### src/pkg/itp_params.svh
// Named constants shared by the interval timer design files
`ifndef ITP_PARAMS_SVH
`define ITP_PARAMS_SVH

// Number of counter channels
`define ITP_NCH 3

// Port select code of the control word register
`define ITP_SEL_CTRL 2'h3

// Byte access field codes
`define ITP_RL_LATCH 2'h0
`define ITP_RL_LSB 2'h1
`define ITP_RL_MSB 2'h2
`define ITP_RL_BOTH 2'h3

// Decrement step sizes
`define ITP_STEP_1 2'h1
`define ITP_STEP_2 2'h2
`define ITP_STEP_3 2'h3

// Count values and byte lanes
`define ITP_CNT_ZERO 16'h0000
`define ITP_CNT_ONE 16'h0001
`define ITP_BYTE_ZERO 8'h00
`define ITP_MSB_RANGE 15:8
`define ITP_LSB_RANGE 7:0
`define ITP_ODD_BIT 0

// Decimal counting layout
`define ITP_DIGITS 4
`define ITP_DIGIT_W 4
`define ITP_BCD_BASE 5'h0a

`endif

### src/pkg/itp_pkg.sv
// Types shared by the interval timer design files
package itp_pkg;

	// Control word layout, bit 7 down to bit 0
	typedef struct packed {
		logic [1:0] sel;
		logic [1:0] access;
		logic [2:0] mode;
		logic bcd;
	} itp_ctrl_t;

	// Host port after synchronisation, strobes active high
	typedef struct packed {
		logic cs;
		logic rd;
		logic wr;
		logic [1:0] sel;
		logic [7:0] data;
	} itp_host_t;

	// Counting modes
	typedef enum logic [2:0] {
		ITP_M0,
		ITP_M1,
		ITP_M2,
		ITP_M3,
		ITP_M4,
		ITP_M5
	} itp_mode_t;

	// Progress of a written count towards the counting element
	typedef enum logic [1:0] {
		ITP_LD_IDLE,
		ITP_LD_WROTE,
		ITP_LD_ROSE
	} itp_load_t;

	// Mode field decode; the top bit is a don't care for modes 2 and 3
	function automatic itp_mode_t itp_mode_of(input logic [2:0] code);
		casez (code)
			3'b000: return ITP_M0;
			3'b001: return ITP_M1;
			3'b?10: return ITP_M2;
			3'b?11: return ITP_M3;
			3'b100: return ITP_M4;
			3'b101: return ITP_M5;
			default: return ITP_M0;
		endcase
	endfunction

endpackage

### src/hw/itp_timer.sv
// Three-channel programmable interval timer with 8-bit host port
`timescale 1ns/100ps
`include "itp_params.svh"
module itp_timer (
	input wire logic i_clock,
	input wire logic i_sys_rst,
	input wire logic i_cs_n,
	input wire logic i_rd_n,
	input wire logic i_wr_n,
	input wire logic [1:0] i_port_sel,
	input wire logic [7:0] i_data,
	output logic [7:0] o_data,
	output logic o_data_oe,
	input wire logic [`ITP_NCH-1:0] i_cnt_clk,
	input wire logic [`ITP_NCH-1:0] i_gate,
	output logic [`ITP_NCH-1:0] o_out
);
	import itp_pkg::*;

	localparam int HW = $bits(itp_host_t); // Host bits through the synchroniser
	localparam int SW = HW + 2 * `ITP_NCH; // Plus counter clocks and gates

	logic [SW-1:0] raw_pins; // Pins, strobes turned active high
	logic [SW-1:0] pin_lvl; // Filtered pin levels
	itp_host_t host; // Host port now
	itp_host_t host_q; // Host port one cycle ago
	logic [`ITP_NCH-1:0] ck; // Counter clock levels
	logic [`ITP_NCH-1:0] ck_q;
	logic [`ITP_NCH-1:0] gt; // Gate levels
	logic [`ITP_NCH-1:0] gt_q;
	logic [`ITP_NCH-1:0] ck_rise;
	logic [`ITP_NCH-1:0] ck_fall;
	logic [`ITP_NCH-1:0] gt_rise;
	logic wr_end; // Write strobe just released
	logic rd_end; // Read strobe just released
	logic wr_ctrl; // Write to the control word address
	logic rd_act; // Read of a counter in progress
	itp_ctrl_t cw; // Byte being written, seen as a control word
	logic [7:0] rd_byte [`ITP_NCH+1]; // Byte each counter would return

	// Shared address decode for loads, reads and control words
	function automatic logic sel_hit(input logic [1:0] sel, input int idx);
		return sel == 2'(idx);
	endfunction

	////////////////////////////////////////////////////////////////
	// Pin synchronisation; strobes inverted so reset reads as idle
	assign raw_pins = {~i_cs_n, ~i_rd_n, ~i_wr_n, i_port_sel, i_data, i_cnt_clk, i_gate};

	itp_sync #(
		.W(SW)
	) u_sync (
		.i_clock(i_clock),
		.i_sys_rst(i_sys_rst),
		.i_async(raw_pins),
		.o_level(pin_lvl)
	);

	assign host = itp_host_t'(pin_lvl[SW-1 -: HW]);
	assign ck = pin_lvl[2*`ITP_NCH-1 -: `ITP_NCH];
	assign gt = pin_lvl[`ITP_NCH-1:0];

	// Previous levels for edge detection
	always_ff @(posedge i_clock) begin
		if (i_sys_rst) begin
			host_q <= '0;
			ck_q <= '0;
			gt_q <= '0;
		end else begin
			host_q <= host;
			ck_q <= ck;
			gt_q <= gt;
		end
	end

	////////////////////////////////////////////////////////////////
	// Edge and strobe decode
	assign ck_rise = ck & ~ck_q;
	assign ck_fall = ~ck & ck_q;
	assign gt_rise = gt & ~gt_q;
	// Acting on strobe release gives the data its full setup time
	assign wr_end = host_q.cs & host_q.wr & ~host.wr;
	assign rd_end = host_q.cs & host_q.rd & ~host.rd;
	assign cw = itp_ctrl_t'(host_q.data);
	assign wr_ctrl = wr_end & (host_q.sel == `ITP_SEL_CTRL);
	// No driver at the control address, so it never reads back
	assign rd_act = host.cs & host.rd & (host.sel != `ITP_SEL_CTRL);
	assign o_data_oe = rd_act;
	assign rd_byte[`ITP_NCH] = `ITP_BYTE_ZERO;

	// Read data register follows the selected counter while reading
	always_ff @(posedge i_clock) begin
		if (i_sys_rst) begin
			o_data <= `ITP_BYTE_ZERO;
		end else if (rd_act) begin
			o_data <= rd_byte[host.sel];
		end
	end

	////////////////////////////////////////////////////////////////
	// Counter channels
	for (genvar i = 0; i < `ITP_NCH; i++) begin : g_ch
		itp_ctrl_t ctl; // Stored control word of this channel
		itp_mode_t mode; // Decoded counting mode
		itp_load_t stage; // Written count on its way to the element
		logic [15:0] init; // Count register as written
		logic [15:0] ce; // Counting element
		logic [15:0] ol; // Latched count for reading
		logic [15:0] nxt; // Element minus this edge's step
		logic [15:0] src; // Value the read port shows
		logic [1:0] step;
		logic wtog; // Low byte written, high byte due
		logic rtog; // Low byte read, high byte due
		logic latched; // Latch holds a value not yet read out
		logic armed; // A count has been loaded since mode set
		logic hold; // Mode 0 halted between two count bytes
		logic active; // One-shot or strobe still running
		logic first; // First edge after a square-wave reload
		logic trig; // Gate rise waiting for a counting edge
		logic out;
		logic cf;
		logic cr;
		logic g;
		logic lde; // Count moves into the element on this edge
		logic tc; // Terminal count on this edge
		logic wr_me;
		logic rd_me;
		logic cw_me;
		logic msb_sel;

		assign mode = itp_mode_of(ctl.mode);
		assign cf = ck_fall[i];
		assign cr = ck_rise[i];
		assign g = gt[i];
		assign wr_me = wr_end & sel_hit(host_q.sel, i);
		assign rd_me = rd_end & sel_hit(host_q.sel, i);
		assign cw_me = wr_ctrl & sel_hit(cw.sel, i);
		assign lde = (stage == ITP_LD_ROSE) & cf;
		assign tc = (nxt == `ITP_CNT_ZERO);
		// Odd square-wave counts take one off high, three off low
		assign step = (mode != ITP_M3) ? `ITP_STEP_1 :
			!(first & init[`ITP_ODD_BIT]) ? `ITP_STEP_2 :
			out ? `ITP_STEP_1 : `ITP_STEP_3;

		itp_decr u_decr (
			.i_value(ce),
			.i_step(step),
			.i_bcd(ctl.bcd),
			.o_diff(nxt)
		);

		// Read port selection; the latch shadows the live count
		assign src = latched ? ol : ce;
		assign msb_sel = (ctl.access == `ITP_RL_MSB) | ((ctl.access == `ITP_RL_BOTH) & rtog);
		assign rd_byte[i] = msb_sel ? src[`ITP_MSB_RANGE] : src[`ITP_LSB_RANGE];
		assign o_out[i] = out;

		// Channel state; later statements take priority
		always_ff @(posedge i_clock) begin
			if (i_sys_rst) begin
				ctl <= '0;
				stage <= ITP_LD_IDLE;
				init <= `ITP_CNT_ZERO;
				ce <= `ITP_CNT_ZERO;
				ol <= `ITP_CNT_ZERO;
				{wtog, rtog, latched, armed, hold, active, first, trig} <= '0;
				out <= 1'b1;
			end else begin
				// A gate rise in the consuming cycle is kept
				trig <= gt_rise[i] | (trig & ~cf);
				// Count waits for a rise and then a fall
				case (stage)
					ITP_LD_WROTE: begin
						if (cr) stage <= ITP_LD_ROSE;
					end
					ITP_LD_ROSE: begin
						if (cf) stage <= ITP_LD_IDLE;
					end
					default: stage <= ITP_LD_IDLE;
				endcase
				// Count byte writes in the programmed order
				if (wr_me) begin
					case (ctl.access)
						`ITP_RL_LSB: begin
							init <= {`ITP_BYTE_ZERO, host_q.data};
							stage <= ITP_LD_WROTE;
						end
						`ITP_RL_MSB: begin
							init <= {host_q.data, `ITP_BYTE_ZERO};
							stage <= ITP_LD_WROTE;
						end
						`ITP_RL_BOTH: begin
							wtog <= ~wtog;
							if (!wtog) begin
								init[`ITP_LSB_RANGE] <= host_q.data;
								hold <= 1'b1;
							end else begin
								init[`ITP_MSB_RANGE] <= host_q.data;
								hold <= 1'b0;
								stage <= ITP_LD_WROTE;
							end
						end
						default: stage <= stage;
					endcase
				end
				// Counting happens on falling counter clock edges
				if (cf) begin
					case (mode)
						ITP_M0: begin
							if (lde) begin
								ce <= init;
								out <= 1'b0;
								armed <= 1'b1;
							end else if (armed & g & ~hold) begin
								// Keeps decrementing past terminal count
								ce <= nxt;
								if (tc) out <= 1'b1;
							end
						end
						ITP_M1: begin
							// Loaded count only arms the next trigger
							if (lde) armed <= 1'b1;
							if (trig & armed) begin
								ce <= init;
								out <= 1'b0;
								active <= 1'b1;
							end else if (active) begin
								ce <= nxt;
								if (tc) begin
									out <= 1'b1;
									active <= 1'b0;
								end
							end
						end
						ITP_M2, ITP_M3: begin
							// A later count waits for the next reload
							if (lde & ~armed) begin
								ce <= init;
								armed <= 1'b1;
								first <= 1'b1;
								out <= 1'b1;
							end else if (trig & armed) begin
								ce <= init;
								first <= 1'b1;
								out <= 1'b1;
							end else if (armed & g & (mode == ITP_M2)) begin
								// Low only while the element holds one
								if (ce == `ITP_CNT_ONE) begin
									ce <= init;
									out <= 1'b1;
								end else begin
									ce <= nxt;
									out <= (nxt != `ITP_CNT_ONE);
								end
							end else if (armed & g) begin
								first <= tc;
								if (tc) begin
									ce <= init;
									out <= ~out;
								end else begin
									ce <= nxt;
								end
							end
						end
						ITP_M4: begin
							if (lde) begin
								ce <= init;
								armed <= 1'b1;
								active <= 1'b1;
								out <= 1'b1;
							end else if (armed & g) begin
								ce <= nxt;
								out <= ~(tc & active);
								if (tc) active <= 1'b0;
							end
						end
						ITP_M5: begin
							if (lde) armed <= 1'b1;
							if (trig & armed) begin
								ce <= init;
								active <= 1'b1;
								out <= 1'b1;
							end else if (armed) begin
								ce <= nxt;
								out <= ~(tc & active);
								if (tc) active <= 1'b0;
							end
						end
						default: out <= 1'b1;
					endcase
				end
				// In modes 2 and 3, gate low forces the output high at once
				if (((mode == ITP_M2) | (mode == ITP_M3)) & ~g) begin
					out <= 1'b1;
				end
				// Read sequencing, low byte then high byte
				if (rd_me) begin
					if (ctl.access == `ITP_RL_BOTH) rtog <= ~rtog;
					if ((ctl.access != `ITP_RL_BOTH) | rtog) latched <= 1'b0;
				end
				// Latch command snapshots the element, mode untouched
				if (cw_me & (cw.access == `ITP_RL_LATCH) & ~latched) begin
					ol <= ce;
					latched <= 1'b1;
				end
				// New control word restarts the channel in its mode
				if (cw_me & (cw.access != `ITP_RL_LATCH)) begin
					ctl <= cw;
					stage <= ITP_LD_IDLE;
					{wtog, rtog, latched, armed, hold, active, first} <= '0;
					out <= (itp_mode_of(cw.mode) != ITP_M0);
				end
			end
		end
	end

endmodule

### src/hw/itp_sync.sv
// Three-stage synchroniser with agreement filter for pin inputs
`timescale 1ns/100ps
module itp_sync #(
	parameter int W = 1
) (
	input wire logic i_clock,
	input wire logic i_sys_rst,
	input wire logic [W-1:0] i_async,
	output logic [W-1:0] o_level
);

	logic [W-1:0] s1; // Metastable stage, read only by s2
	logic [W-1:0] s2;
	logic [W-1:0] s3;
	logic [W-1:0] agree; // Bits where stages two and three match

	assign agree = s2 ~^ s3;

	////////////////////////////////////////////////////////////////
	// Shift chain; a bit changes only once two stages agree
	always_ff @(posedge i_clock) begin
		if (i_sys_rst) begin
			s1 <= '0;
			s2 <= '0;
			s3 <= '0;
			o_level <= '0;
		end else begin
			s1 <= i_async;
			s2 <= s1;
			s3 <= s2;
			o_level <= (agree & s3) | (~agree & o_level);
		end
	end

endmodule

### src/hw/itp_decr.sv
// Binary or four-digit decimal subtractor for the counting element
`timescale 1ns/100ps
`include "itp_params.svh"
module itp_decr (
	input wire logic [15:0] i_value,
	input wire logic [1:0] i_step,
	input wire logic i_bcd,
	output logic [15:0] o_diff
);

	logic [15:0] bcd_diff; // Decimal result, wraps 0000 to 9999 region

	////////////////////////////////////////////////////////////////
	// Digit-serial decimal subtract with borrow ripple
	always_comb begin
		logic [4:0] sub;
		logic [4:0] nib;
		logic [4:0] dif;
		sub = {3'h0, i_step};
		nib = 5'h00;
		dif = 5'h00;
		bcd_diff = `ITP_CNT_ZERO;
		for (int d = 0; d < `ITP_DIGITS; d++) begin
			nib = {1'b0, i_value[d*`ITP_DIGIT_W +: `ITP_DIGIT_W]};
			// Borrow from the next digit when this one runs short
			if (nib < sub) begin
				dif = nib + `ITP_BCD_BASE - sub;
				sub = 5'h01;
			end else begin
				dif = nib - sub;
				sub = 5'h00;
			end
			bcd_diff[d*`ITP_DIGIT_W +: `ITP_DIGIT_W] = dif[3:0];
		end
	end

	// Binary wraps naturally, so zero behaves as the largest count
	assign o_diff = i_bcd ? bcd_diff : i_value - 16'(i_step);

endmodule

### config.mk
export PLATFORM = sky130hd
export DESIGN_NAME = itp_timer
export DESIGN_NICKNAME = d
export VERILOG_FILES = /design/src/pkg/itp_pkg.sv /design/src/hw/itp_timer.sv /design/src/hw/itp_sync.sv /design/src/hw/itp_decr.sv
export VERILOG_INCLUDE_DIRS = /design/src /design/src/pkg
export SDC_FILE = /design/constraint.sdc
export NUM_CORES = 1
export LEC_CHECK = 0
export BUFFER_PORTS_ARGS = -buffer_cell sky130_fd_sc_hd__buf_2
export CAP_MARGIN = 20
export CORE_MARGIN = 2
export CORE_UTILIZATION = 40
export CTS_CLUSTER_DIAMETER = 120
export DETAILED_ROUTE_END_ITERATION = 10
export SYNTH_ARGS = -nofsm -noshare
export SYNTH_HDL_FRONTEND = slang
export SYNTH_SLANG_ARGS = --single-unit
### constraint.sdc
create_clock -name i_clock -period 8.9 [get_ports i_clock]
set_input_delay 2.67 -clock i_clock [delete_from_list [all_inputs] [get_ports i_clock]]
set_output_delay 2.67 -clock i_clock [all_outputs]
set_load 0.01 [all_outputs]
==> key figures <==
Power
  • Clock power share: 0.487
  • P_int: 2.13 mW
  • Sequential Power Share: 0.499
  • Peak supply drop: 0.163 mV
  • Switching Share: 0.206
  • Psw: 551 uW
  • Cell Pwr Density: 147 nW/um^2
  • Static Leak: 6.43 nW
  • Pwr Total: 2.68 mW
  • Comb power frac: 0.014

Floorplan
  • Chip Height: 209 um
  • Die width: 209 um
  • Core Rows: 75
  • Initial Util: 0.403
  • I/O pin count: 33
  • Die area: 43,600 sq um
  • Core Region: 41,700 sq um

Critical path
  • Worst endpoint required time: 9370 ps
  • Top cell by count, worst path: ha_1
  • Max FO, Critical Path: 53
  • Kind of critical path: flip-flop to flip-flop
  • Reg2Reg Depth: 28
  • Critical Path Max Stage Delay: 920 ps
  • Worst setup EP type: flip-flop
  • Crit path arrival time: 7140 ps
  • Slowest CP cell: o21ai_1
  • Reg2Reg Capture Point: g_ch[0].ce[9]
  • Worst r2r src: g_ch[0].ctl[2]
  • Worst setup SP type: flip-flop
  • Setup slack, reg-to-reg: 2230 ps

Placement
  • Final RePlAce weighted congestion: 0.925
  • DPL Wire Length: 33.2 mm
  • IO buf count: 32
  • DP Worst Slack: 2320 ps

Clocking
  • CTS tree: yes
  • Latest clock arrival within the worst-skew pair: 560 ps
  • Total of cells resized after clock tree synthesis: 0
  • Postcts setup bufs: 0
  • H-tree depth: 1
  • Clk pin slew, worst setup/hold paths: 60 ps
  • Post-CTS Hold Buffers: 0
  • Root buffer cell: clkbuf_16
  • Maximum clock path buffer count: 3
  • Number of buffers created by CTS: 31
  • Clock sink count: 295

Cells and area
  • Layout area overhead: 8.79%
  • Leading cell type in the layout, fill and taps excluded: nand2_1
  • Layout fillers: 4,142
  • Footprint of the multi-input gates: 9890 sq um
  • Layout cells sized above 1: 0.0690
  • Total Nets Final: 2,164
  • Antenna cells: 0
  • Final core utilization: 0.438
  • Most frequent cells in the layout: nand2_1, dfxtp_1, a21oi_1
  • FF/Latch Area: 5910 sq um

Synth
  • Post-Synth Simple-Gate Area: 0.238
  • Synth top area share: 0.352
  • Sequential area share after synthesis: 0.352
  • Mux contribution to synthesized area: 0.0536
  • Xor-xnor portion of the synthesized cell area: 0.0256
  • Avg Cell Area, Syn: 7.98 sq um
  • Synth area leader: dfxtp_1
  • Post-synth net total: 2,217
  • Cell Area, Synth: 16,800 sq um
  • FF+latch count, synth: 295
  • Synth warnings: 0
  • Netlist cell types: 83
  • Mapped Cells: 2,103
  • Synth Flop Type: dfxtp_1
  • Post-synth EDFFs: 0
  • Leading post-synthesis cells by cell area: dfxtp_1, nand2_1, ha_1
  • Async set-reset flop share out of synthesis: 0
  • Adder-cell share of the synthesized area: 0.0725
  • Compound-Gate Fraction of Synth Area: 0.198
  • Largest family of logic cells by synthesized area: simple AND/OR/NAND/NOR gates

Timing
  • Worst slew pin tran: 1070 ps
  • RSZ-0062 raised after global routing: false
  • Slew HR: 0.283
  • # setup viols final: 0
  • Final Max Tran Viols: 0
  • Crit path time final: 6670 ps
  • Fin crit share: 0.750
  • TNS Setup: 0 ps
  • Fin worst setup slack: 2230 ps
  • Worst Skew: 19.3 ps
  • FMAX: 150 MHz
  • Hold Slack: 430 ps
  • Fin. Hold Viols: 0

GRT
  • First-pass GRT wire length: 74.3 mm
  • Vias in the first global route: 14,100
  • Pin count of the biggest net entering global routing: 92
  • Initial antenna violation count: 0
  • Total gr overflow: 0
  • GRT Total Usage: 0.207

Detailed routing
  • Vias after detailed routing: 14,800
  • DRT iter0 DRCs: 1,073
  • DR DRC count: 0
  • WL final: 45.8 mm
  • Via/cell ratio: 5.66
  • Wirelength per Cell: 17.6 um
  • TritonRoute pass-1 iters: 5
  • Post-DRT Antenna Nets: 0

Worst hold path
  • Hold Crit Class: flip-flop to flip-flop
  • Worst Hold Endpoint: u_sync.s2[17]
  • Hold_sp: u_sync.s1[17]
  • WHS Path Cells: 1

Run
  • Max-Cap Viols: 0

Outcome
  • Status: complete, no violations
==> registers in the layout (all words and copies together), names as in the netlist, 5 cells and up, named ones only <==
| name | count |
|---|---|
| o_data | 8 |
| u_sync.s3 | 19 |
| g_ch.ol | 48 |
| cw | 8 |
| host_q | 5 |
| u_sync.s2 | 19 |
| g_ch.init | 48 |
| g_ch.ctl | 18 |
| g_ch.stage | 6 |
| u_sync.s1 | 19 |
| g_ch.ce | 48 |
==> cells by family after synthesis <==
family | count (synthesis)
xor gates and xnor gates | 49
muxes | 59
adders and majority gates | 93
and+or+nand+nor | 820
AOI/OAI and AO/OA | 529
DFF | 295
buffers and inverters | 258
==> per-layer routing <==
metal | part of all wire | up-vias | GRT usage
met5 | 0 | - | 0
li1 | - | 7314 | -
met4 | 0.026 | 0 | 0.0626
met1 | 0.46 | 7016 | 0.286
met3 | 0.045 | 78 | 0.0171
met2 | 0.46 | 376 | 0.343
==> power by group through the flow <==
stage                     sequential [mW]  combinational, mW  clock (mW)
after CTS                            1.34             0.0368        1.34
final                                1.34             0.0363        1.31
after detailed placement             1.37             0.0368           0
after global placement               1.37             0.0363           0
after floorplan                      1.36             0.0257           0
after global routing                 1.34             0.0401        1.39
==> worst max-delay path, delay by kind of cell, from the launching register on <==
family | cells | cell delay (ps)
fa+ha+maj | 9 | 2260
compound gates | 6 | 1770
simple gates | 8 | 1540
buf+inv | 5 | 690
flops | 1 | 310
==> worst max-delay path by stage <==
| stage | start | endpoint | slack, ps |
|---|---|---|---|
| 2_1_floorplan | g_ch[2].ctl[2] | g_ch[2].out | 2880 |
| 3_3_place_gp | g_ch[2].ctl[2] | g_ch[2].out | 2490 |
| 3_5_place_dp | g_ch[2].ctl[2] | g_ch[2].out | 2320 |
| 4_1_cts | g_ch[0].ctl[2] | g_ch[0].ce[9] | 2290 |
| 5_1_grt | g_ch[0].ctl[2] | g_ch[0].ce[9] | 1690 |
| 6_report | g_ch[0].ctl[2] | g_ch[0].ce[9] | 2230 |
==> through the flow <==
stage               cell area (sq um)  instances
floorplan                       16800       2103
global placement                17200       2554
detailed placement              17200       2555
CTS                             18200       2609
global route                    18200       2610
finish                          18200       2610
==> cells in the mapped netlist (5+ instances only) <==
cell and n:
a221oi_1 9, nor4_1 23, o21ai_1 10, nand2_1 306, a221o_1 10, mux2i_1 31, o31ai_1 9, ha_1 86
fa_1 7, inv_1 124, xor2_1 10, or4_1 5, xnor2_1 39, or3b_2 6, o21ai_0 103, mux4_2 23
o221ai_1 11, nor2b_1 95, o211ai_1 29, or2_2 8, a211o_1 5, a211oi_1 25, buf_1 6, a21oi_1 192
dfxtp_1 295, nand4_1 16, nand3_1 97, nor3_1 32, a21o_1 11, clkbuf_1 118, a31oi_1 27, or3_1 16
nor2_1 128, a2111oi_0 6, a311oi_1 8, nor3b_1 17, nand2b_1 27, o21a_1 17, and2_1 14, o31a_1 7
==> final cells by class <==
cell class | count | share of cell area
timing repair buffer | 48 | 0.0161
clock inverter | 10 | 0.00850
sequential | 295 | 0.324
multi-input combinational | 1550 | 0.542
clock buffer | 44 | 0.0474
inverter | 124 | 0.0255
tap | 539 | 0.0370
No activity file was read; power rests on OpenSTA's default activity.
